==> config.mk <==
export PLATFORM = sky130hd
export DESIGN_NAME = am_driver_segment_control
export DESIGN_NICKNAME = d
export VERILOG_FILES = /design/src/shared/am_seg_pkg.sv /design/src/hdl/axil_reg_port.sv /design/src/hdl/am_driver_segment_control.sv
export SDC_FILE = /design/constraint.sdc
export NUM_CORES = 1
export LEC_CHECK = 0
export ABC_AREA = 0
export BUFFER_PORTS_ARGS = -buffer_cell sky130_fd_sc_hd__clkbuf_2
export CAP_MARGIN = 20
export CORE_MARGIN = 2
export CORE_UTILIZATION = 46
export DETAILED_ROUTE_END_ITERATION = 8
export PLACE_DENSITY_LB_ADDON = 0.15
export SLEW_MARGIN = 20
export SYNTH_ARGS = -nofsm -noshare
export SYNTH_HDL_FRONTEND = slang
export SYNTH_SLANG_ARGS = --single-unit
export TNS_END_PERCENT = 100
==> constraint.sdc <==
create_clock -name core_clk -period 1.4 [get_ports core_clk]
set_input_delay 0.14 -clock core_clk [delete_from_list [all_inputs] [get_ports core_clk]]
set_output_delay 0.14 -clock core_clk [all_outputs]
set_load 0.05 [all_outputs]
==> src/shared/am_seg_pkg.sv <==
package am_seg_pkg;

    // ==========================================================
    // Widths
    localparam int ADDR_W = 8;
    localparam int AXI_DATA_W = 32;
    localparam int REG_W = 8;
    localparam int TARGET_W = 6;

    // ==========================================================
    // Register indices and byte addresses (index times four)
    localparam logic [ADDR_W-1:0] IDX_DEPTH_CONTROL = 8'h24;
    localparam logic [ADDR_W-1:0] IDX_DEPTH_RESULT = 8'h25;
    localparam logic [ADDR_W-1:0] IDX_MODULATED_MASK = 8'h26;
    localparam logic [ADDR_W-1:0] IDX_NORMAL_MASK = 8'h27;
    localparam logic [ADDR_W-1:0] ADDR_DEPTH_CONTROL = 8'h90;
    localparam logic [ADDR_W-1:0] ADDR_DEPTH_RESULT = 8'h94;
    localparam logic [ADDR_W-1:0] ADDR_MODULATED_MASK = 8'h98;
    localparam logic [ADDR_W-1:0] ADDR_NORMAL_MASK = 8'h9C;

    // ==========================================================
    // Field positions and values
    localparam int SOURCE_SELECT_BIT = 7;
    localparam int TARGET_LEVEL_MSB = 6;
    localparam int TARGET_LEVEL_LSB = 1;
    localparam logic [REG_W-1:0] REG_RESET = 8'h00;
    localparam logic [REG_W-1:0] CAL_FAIL_VALUE = 8'hFF;
    localparam logic [REG_W-1:0] TRISTATE_MASK = 8'hFF;
    localparam logic [TARGET_W-1:0] TARGET_RESET = 6'h00;
    localparam logic SOURCE_CALIBRATED = 1'b0;
    localparam logic SOURCE_MANUAL = 1'b1;

    // ==========================================================
    // Bus responses
    localparam logic [1:0] RESP_OKAY = 2'h0;
    localparam logic [1:0] RESP_SLVERR = 2'h2;

    typedef enum logic [2:0] {
        SEL_NONE = 3'h0,
        SEL_DEPTH_CONTROL = 3'h1,
        SEL_DEPTH_RESULT = 3'h3,
        SEL_MODULATED_MASK = 3'h2,
        SEL_NORMAL_MASK = 3'h6
    } reg_sel_e;

    // Word-aligned decode; low two address bits are ignored
    function automatic reg_sel_e reg_decode(input logic [ADDR_W-1:0] addr);
        logic [ADDR_W-1:0] word;
        word = {addr[ADDR_W-1:2], 2'h0};
        case (word)
            ADDR_DEPTH_CONTROL: reg_decode = SEL_DEPTH_CONTROL;
            ADDR_DEPTH_RESULT: reg_decode = SEL_DEPTH_RESULT;
            ADDR_MODULATED_MASK: reg_decode = SEL_MODULATED_MASK;
            ADDR_NORMAL_MASK: reg_decode = SEL_NORMAL_MASK;
            default: reg_decode = SEL_NONE;
        endcase
    endfunction

endpackage

==> src/hdl/axil_reg_port.sv <==
`timescale 1ns/10ps
module axil_reg_port (
    // Clock and reset
    input wire logic core_clk,
    input wire logic rstn,
    // AXI4-Lite write
    input wire logic [am_seg_pkg::ADDR_W-1:0] s_axi_awaddr,
    input wire logic s_axi_awvalid,
    output logic s_axi_awready,
    input wire logic [am_seg_pkg::AXI_DATA_W-1:0] s_axi_wdata,
    input wire logic [3:0] s_axi_wstrb,
    input wire logic s_axi_wvalid,
    output logic s_axi_wready,
    output logic [1:0] s_axi_bresp,
    output logic s_axi_bvalid,
    input wire logic s_axi_bready,
    // AXI4-Lite read
    input wire logic [am_seg_pkg::ADDR_W-1:0] s_axi_araddr,
    input wire logic s_axi_arvalid,
    output logic s_axi_arready,
    output logic [am_seg_pkg::AXI_DATA_W-1:0] s_axi_rdata,
    output logic [1:0] s_axi_rresp,
    output logic s_axi_rvalid,
    input wire logic s_axi_rready,
    // Register side
    output logic wr_en,
    output am_seg_pkg::reg_sel_e wr_sel,
    output logic [am_seg_pkg::REG_W-1:0] wr_data,
    output am_seg_pkg::reg_sel_e rd_sel,
    input wire logic [am_seg_pkg::REG_W-1:0] rd_data
);
    import am_seg_pkg::*;

    logic aw_held_reg;
    logic w_held_reg;
    logic ar_held_reg;
    logic [ADDR_W-1:0] aw_addr_reg;
    logic [ADDR_W-1:0] ar_addr_reg;
    logic [REG_W-1:0] w_data_reg;
    logic w_lane0_reg;
    logic wr_fire;

    // ==========================================================
    // Write path: address and data taken in either order
    assign wr_fire = aw_held_reg && w_held_reg && !s_axi_bvalid;
    assign wr_sel = reg_decode(aw_addr_reg);
    assign wr_en = wr_fire && w_lane0_reg && (wr_sel != SEL_NONE);
    assign wr_data = w_data_reg;

    always_ff @(posedge core_clk or negedge rstn) begin
        if (!rstn) begin
            aw_held_reg <= 1'b0;
            aw_addr_reg <= '0;
            s_axi_awready <= 1'b0;
        end else if (s_axi_awvalid && s_axi_awready) begin
            aw_held_reg <= 1'b1;
            aw_addr_reg <= s_axi_awaddr;
            s_axi_awready <= 1'b0;
        end else begin
            if (wr_fire) begin
                aw_held_reg <= 1'b0;
            end
            s_axi_awready <= !aw_held_reg && !s_axi_bvalid;
        end
    end

    always_ff @(posedge core_clk or negedge rstn) begin
        if (!rstn) begin
            w_held_reg <= 1'b0;
            w_data_reg <= '0;
            w_lane0_reg <= 1'b0;
            s_axi_wready <= 1'b0;
        end else if (s_axi_wvalid && s_axi_wready) begin
            w_held_reg <= 1'b1;
            w_data_reg <= s_axi_wdata[REG_W-1:0];
            w_lane0_reg <= s_axi_wstrb[0];
            s_axi_wready <= 1'b0;
        end else begin
            if (wr_fire) begin
                w_held_reg <= 1'b0;
            end
            s_axi_wready <= !w_held_reg && !s_axi_bvalid;
        end
    end

    always_ff @(posedge core_clk or negedge rstn) begin
        if (!rstn) begin
            s_axi_bvalid <= 1'b0;
            s_axi_bresp <= RESP_OKAY;
        end else if (wr_fire) begin
            s_axi_bvalid <= 1'b1;
            s_axi_bresp <= (wr_sel == SEL_NONE) ? RESP_SLVERR : RESP_OKAY;
        end else if (s_axi_bready) begin
            s_axi_bvalid <= 1'b0;
        end
    end

    // ==========================================================
    // Read path: data registered one cycle after address
    assign rd_sel = reg_decode(ar_addr_reg);

    always_ff @(posedge core_clk or negedge rstn) begin
        if (!rstn) begin
            ar_held_reg <= 1'b0;
            ar_addr_reg <= '0;
            s_axi_arready <= 1'b0;
            s_axi_rvalid <= 1'b0;
            s_axi_rdata <= '0;
            s_axi_rresp <= RESP_OKAY;
        end else if (s_axi_arvalid && s_axi_arready) begin
            ar_held_reg <= 1'b1;
            ar_addr_reg <= s_axi_araddr;
            s_axi_arready <= 1'b0;
        end else if (ar_held_reg) begin
            ar_held_reg <= 1'b0;
            s_axi_rvalid <= 1'b1;
            s_axi_rdata <= {{(AXI_DATA_W-REG_W){1'b0}}, rd_data};
            s_axi_rresp <= (rd_sel == SEL_NONE) ? RESP_SLVERR : RESP_OKAY;
        end else begin
            if (s_axi_rvalid && s_axi_rready) begin
                s_axi_rvalid <= 1'b0;
            end
            s_axi_arready <= !s_axi_rvalid;
        end
    end

endmodule // axil_reg_port

==> src/hdl/am_driver_segment_control.sv <==
`timescale 1ns/10ps
// Notes on behaviour
// RL1 - Modulated mask comes from calibration result when source bit is 0, else manual.
// RL2 - Depth control bits 6..1 hold six-bit target level, bit 6 most significant.
// RL3 - Calibration result is a read-only byte; set bit disables segment when modulated.
// RL4 - A failed calibration loads all ones into the result register.
// RL5 - With source bit 1, manual mask bits disable their segments while modulated.
// RL6 - Mask bits 7..0 map to segments weighted 2 up to 256 ohms.
// RL7 - Normal mask bits disable their segments during normal transmission.
// RL8 - Normal mask all ones puts the antenna drivers into high impedance.
// RL9 - Power-up and set-default clear control, manual and normal mask registers.
// RL10 - Power-up and set-default clear the calibration result register; a same-cycle cal_done loads the new result instead.
// RL11 - Segment outputs follow modulated mask while modulating, otherwise normal mask.
module am_driver_segment_control (
    // Clock and reset
    input wire logic core_clk,
    input wire logic rstn,
    // AXI4-Lite write
    input wire logic [am_seg_pkg::ADDR_W-1:0] s_axi_awaddr,
    input wire logic s_axi_awvalid,
    output logic s_axi_awready,
    input wire logic [am_seg_pkg::AXI_DATA_W-1:0] s_axi_wdata,
    input wire logic [3:0] s_axi_wstrb,
    input wire logic s_axi_wvalid,
    output logic s_axi_wready,
    output logic [1:0] s_axi_bresp,
    output logic s_axi_bvalid,
    input wire logic s_axi_bready,
    // AXI4-Lite read
    input wire logic [am_seg_pkg::ADDR_W-1:0] s_axi_araddr,
    input wire logic s_axi_arvalid,
    output logic s_axi_arready,
    output logic [am_seg_pkg::AXI_DATA_W-1:0] s_axi_rdata,
    output logic [1:0] s_axi_rresp,
    output logic s_axi_rvalid,
    input wire logic s_axi_rready,
    // Command and calibration engine
    input wire logic set_default_cmd,
    input wire logic cal_done,
    input wire logic cal_fail,
    input wire logic [am_seg_pkg::REG_W-1:0] cal_result,
    output logic [am_seg_pkg::TARGET_W-1:0] target_level,
    // Transmitter
    input wire logic modulation_active,
    output logic [am_seg_pkg::REG_W-1:0] segment_disable,
    output logic drivers_tristate
);
    import am_seg_pkg::*;

    logic [REG_W-1:0] depth_control_reg;
    logic [REG_W-1:0] depth_result_reg;
    logic [REG_W-1:0] modulated_mask_reg;
    logic [REG_W-1:0] normal_mask_reg;
    logic [REG_W-1:0] depth_result_next;
    logic [REG_W-1:0] selected_mod_mask;
    logic [REG_W-1:0] segment_disable_next;
    logic modulated_source_select;
    logic wr_en;
    reg_sel_e wr_sel;
    logic [REG_W-1:0] wr_data;
    reg_sel_e rd_sel;
    logic [REG_W-1:0] rd_data;

    // ==========================================================
    // Bus slave
    axil_reg_port u_port (
        .core_clk(core_clk),
        .rstn(rstn),
        .s_axi_awaddr(s_axi_awaddr),
        .s_axi_awvalid(s_axi_awvalid),
        .s_axi_awready(s_axi_awready),
        .s_axi_wdata(s_axi_wdata),
        .s_axi_wstrb(s_axi_wstrb),
        .s_axi_wvalid(s_axi_wvalid),
        .s_axi_wready(s_axi_wready),
        .s_axi_bresp(s_axi_bresp),
        .s_axi_bvalid(s_axi_bvalid),
        .s_axi_bready(s_axi_bready),
        .s_axi_araddr(s_axi_araddr),
        .s_axi_arvalid(s_axi_arvalid),
        .s_axi_arready(s_axi_arready),
        .s_axi_rdata(s_axi_rdata),
        .s_axi_rresp(s_axi_rresp),
        .s_axi_rvalid(s_axi_rvalid),
        .s_axi_rready(s_axi_rready),
        .wr_en(wr_en),
        .wr_sel(wr_sel),
        .wr_data(wr_data),
        .rd_sel(rd_sel),
        .rd_data(rd_data)
    );

    // ==========================================================
    // Software registers; set-default outranks a same-cycle write
    always_ff @(posedge core_clk or negedge rstn) begin
        if (!rstn) begin
            depth_control_reg <= REG_RESET; // RL9
        end else if (set_default_cmd) begin
            depth_control_reg <= REG_RESET; // RL9
        end else if (wr_en && wr_sel == SEL_DEPTH_CONTROL) begin
            depth_control_reg <= wr_data;
        end
    end

    always_ff @(posedge core_clk or negedge rstn) begin
        if (!rstn) begin
            modulated_mask_reg <= REG_RESET; // RL9
        end else if (set_default_cmd) begin
            modulated_mask_reg <= REG_RESET; // RL9
        end else if (wr_en && wr_sel == SEL_MODULATED_MASK) begin
            modulated_mask_reg <= wr_data;
        end
    end

    always_ff @(posedge core_clk or negedge rstn) begin
        if (!rstn) begin
            normal_mask_reg <= REG_RESET; // RL9
        end else if (set_default_cmd) begin
            normal_mask_reg <= REG_RESET; // RL9
        end else if (wr_en && wr_sel == SEL_NORMAL_MASK) begin
            normal_mask_reg <= wr_data; // RL7
        end
    end

    // ==========================================================
    // Calibration result; a finishing calibration wins over set-default
    always_comb begin
        depth_result_next = depth_result_reg;
        if (set_default_cmd) begin
            depth_result_next = REG_RESET; // RL10
        end
        if (cal_done) begin
            if (cal_fail) begin
                depth_result_next = CAL_FAIL_VALUE; // RL4
            end else begin
                depth_result_next = cal_result; // RL3
            end
        end
    end

    always_ff @(posedge core_clk or negedge rstn) begin
        if (!rstn) begin
            depth_result_reg <= REG_RESET; // RL10
        end else begin
            depth_result_reg <= depth_result_next;
        end
    end

    // ==========================================================
    // Target level for the calibration engine
    always_ff @(posedge core_clk or negedge rstn) begin
        if (!rstn) begin
            target_level <= TARGET_RESET;
        end else begin
            target_level <= depth_control_reg[TARGET_LEVEL_MSB:TARGET_LEVEL_LSB]; // RL2
        end
    end

    // ==========================================================
    // Segment selection; bit 7 is the 2 ohm segment, bit 0 the 256 ohm one
    assign modulated_source_select = depth_control_reg[SOURCE_SELECT_BIT];

    always_comb begin
        if (modulated_source_select == SOURCE_MANUAL) begin
            selected_mod_mask = modulated_mask_reg; // RL5
        end else begin
            selected_mod_mask = depth_result_reg; // RL1
        end
    end

    genvar seg;
    generate
        for (seg = 0; seg < REG_W; seg++) begin : g_segment
            assign segment_disable_next[seg] = modulation_active ?
                selected_mod_mask[seg] : normal_mask_reg[seg]; // RL11
        end
    endgenerate

    always_ff @(posedge core_clk or negedge rstn) begin
        if (!rstn) begin
            segment_disable <= REG_RESET;
        end else begin
            segment_disable <= segment_disable_next; // RL6
        end
    end

    always_ff @(posedge core_clk or negedge rstn) begin
        if (!rstn) begin
            drivers_tristate <= 1'b0;
        end else begin
            drivers_tristate <= (normal_mask_reg == TRISTATE_MASK); // RL8
        end
    end

    // ==========================================================
    // Read mux
    always_comb begin
        case (rd_sel)
            SEL_DEPTH_CONTROL: rd_data = depth_control_reg;
            SEL_DEPTH_RESULT: rd_data = depth_result_reg;
            SEL_MODULATED_MASK: rd_data = modulated_mask_reg;
            SEL_NORMAL_MASK: rd_data = normal_mask_reg;
            default: rd_data = REG_RESET;
        endcase
    end
endmodule // am_driver_segment_control

==> metrics.md <==
| Metric | Value |
|---|---|
| Status | finished with violations |
| Failing checks | setup timing |
| Commonest non-fill, non-tap cell in the layout | dfrtp_1 |
| CP required | 1650 ps |
| PortBufs | 69 |
| Antenna Cells | 0 |
| CTS clk-pin slew, worst paths | 80 ps |
| Core region area | 8180 sq um |
| Register bit total from synthesis | 86 |
| CTS buffer count | 9 |
| Maximum fanout along the worst path | 8 |
| # IOs | 127 |
| Hold_sp | s_axi_awaddr[4] |
| Fin crit period | 1560 ps |
| Dpl ws | -141 ps |
| WP data arrival | 1810 ps |
| Residual DRC count | 0 |
| Crit. End Element | flop |
| DIE WIDTH | 95.6 um |
| Largest net degree at the start of global routing | 41 |
| Post-synthesis cell type count | 31 |
| Post-Synthesis Cells | 296 |
| GRT overflow | 0 |
| Max-slew violation count | 0 |
| Slew @ Worst Pin | 665 ps |
| Vias per cell | 4.88 |
| Final worst setup slack | -161 ps |
| All-Layer GR Usage | 17.0% |
| Met3 WL | 437 um |
| Synthesized area per cell | 13.0 sq um |
| CTS tree | done |
| First-pass GRT wire length | 11800 um |
| Slew Limit Headroom | 55.6% |
| Fillers | 709 |
| Initial Util | 47.2% |
| Clock Skew | 8.53 ps |
| Clk buf depth | 2 |
| Site Rows | 33 |
| DR pass1 iterations | 4 |
| Startpoint Class | flop |
| Power, Total | 7.41 mW |
| Syn Std Cell Area | 3860 sq um |
| Final WL | 7350 um |
| Root Driver | clkbuf_8 |
| Final setup fails | 16 |
| Vias | 2416 |
| NumNets Final | 456 |
| Highest Clock Rate | 0.641 GHz |
| Max VDD drop | 1.08 mV |
| Detailed placer's ending HPWL | 5300 um |
| Lkg Pwr | 2.24 nW |
| Period Utilization, post-route | 112% |
| Clock sink count | 86 |
| Seq/Total Area, Yosys | 55.8% |
| Most frequent cells in the layout | dfrtp_1, clkbuf_2, nand2b_1, mux2i_1, conb_1 |
| Crit path launch | u_port.aw_addr_reg[5] |
| Area Overhead vs Synth | 20.6% |
| Die H | 95.6 um |
| Final GP Congestion | 0.770 |
| Vias in the first global route | 2339 |
| Max Cap Viol | 0 |
| Met2 WL | 3330 um |
| Drt wl/cell | 14.9 um |
| RR Startpoint | u_port.aw_addr_reg[5] |
| DRT antenna net count | 0 |
| Pwr per Cell Area | 1590 nW/um^2 |
| Clk_lat worst skew | 340 ps |
| Total Die Area | 9130 sq um |
| Top routing layer used | met4 |
| Starting DRC count in detailed routing | 95 |
| YS warnings | 0 |
| Initial antenna violation count | 0 |
| Hold Path Class | in2reg |
| H-tree levels | 3 |
| M1 WL | 3540 um |
| Hold Fails Final Rpt | 0 |
| Critical path class | reg2reg |
| RSZ-0062 raised after global routing | true |
| Layout cells sized above 1 | 36.7% |
==> logic make-up after synthesis <==
logic type / share of synthesized area, %
buffers and inverters: 6.98
muxes: 19.4
DFF: 55.8
other: 0.0972
and+or+nand+nor: 11.7
AOI/OAI and AO/OA: 6.04
==> Yosys cell counts <==
library cell / instances / area, sq um
nand2b_1: 34 / 213
nor2b_1: 8 / 50.1
o22a_1: 7 / 61.3
nand4b_2: 1 / 15.0
mux2i_1: 32 / 320
nand2_1: 6 / 22.5
and3_1: 1 / 6.26
nand3_1: 1 / 5.00
nor2_1: 12 / 45.0
a22o_1: 9 / 78.8
inv_1: 3 / 11.3
a21bo_2: 1 / 10.0
a211oi_1: 1 / 7.51
buf_1: 1 / 3.75
buf_2: 2 / 10.0
clkbuf_1: 10 / 37.5
conb_1: 1 / 3.75
o21ai_0: 5 / 25.0
nor3_4: 1 / 16.3
nand4bb_1: 1 / 11.3
a21oi_1: 10 / 50.1
mux2_2: 22 / 248
nor2_2: 1 / 6.26
or4_4: 1 / 11.3
nor4b_1: 1 / 8.76
buf_4: 26 / 195
nand4bb_4: 1 / 27.5
mux4_2: 8 / 180
dfrtp_1: 86 / 2150
buf_6: 1 / 11.3
nand4_1: 2 / 12.5
==> final timing paths <==
path	endpoint	slack, ps	depth (start not counted)
hold reg to reg	target_level[0]	430	0
setup reg to reg	depth_control_reg[3]	-160	3
setup / recovery	depth_control_reg[3]	-160	3
min in group asynchronous	u_port.s_axi_rdata[6]	260	2
hold / removal	u_port.aw_addr_reg[4]	20	2
max in group asynchronous	u_port.s_axi_bvalid	590	3
==> layer usage <==
metal | vias to the layer above | global-route usage, %
li1 | 1161 | -
met1 | 1173 | 24.0
met2 | 76 | 26.2
met3 | 6 | 4.19
met4 | 0 | 4.76
met5 | - | 0
==> critical path: stages (launching register included) <==
cell,delay (ps)
dfrtp_1,380
nand4bb_4,240
or4_4,620
mux2i_1,220
==> cell type report <==
cell class | count | area [sq um] | share of cell area (%)
multi-input combinational | 192 | 1550 | 33.4
inverter | 3 | 11.3 | 0.242
timing repair buffer | 93 | 599 | 12.9
tap | 105 | 131 | 2.82
clock inverter | 3 | 42.5 | 0.915
clock buffer | 13 | 159 | 3.42
sequential | 86 | 2150 | 46.3
==> metrics by stage <==
| stage | utilization, % | cell area, sq um | setup TNS [ps] | instances | hold slack (ps) |
|---|---|---|---|---|---|
| floorplan | - | 3970 | -1650 | 321 | -156 |
| global placement | 53.6 | 4380 | -1520 | 474 | 93.5 |
| detailed placement | 53.6 | 4380 | -1710 | 474 | 89.2 |
| CTS | 56.6 | 4620 | -2270 | 494 | 7.50 |
| global route | 56.9 | 4650 | -3100 | 495 | 11.9 |
| finish | 56.9 | 4650 | -1720 | 495 | 23.3 |
==> timing repair <==
action | 4_1_cts | 5_1_grt
pin swaps | 1 | 1
hold endpoints to repair | 30 | 0
gates resized for setup | 1 | 4
hold buffers | 3 | 0
buffers inserted | 1 | 1
endpoints found under the setup margin | 23 | 24
gates cloned | 0 | 0
==> power breakdown <==
group	internal, mW	leakage (nW)	switching (mW)	total, mW
Sequential	2.98	1.10	0.368	3.35
Combinational	1.03	1.04	1.28	2.31
Clock	0.922	0.0996	0.835	1.76
No activity file was read; power rests on OpenSTA's default activity.
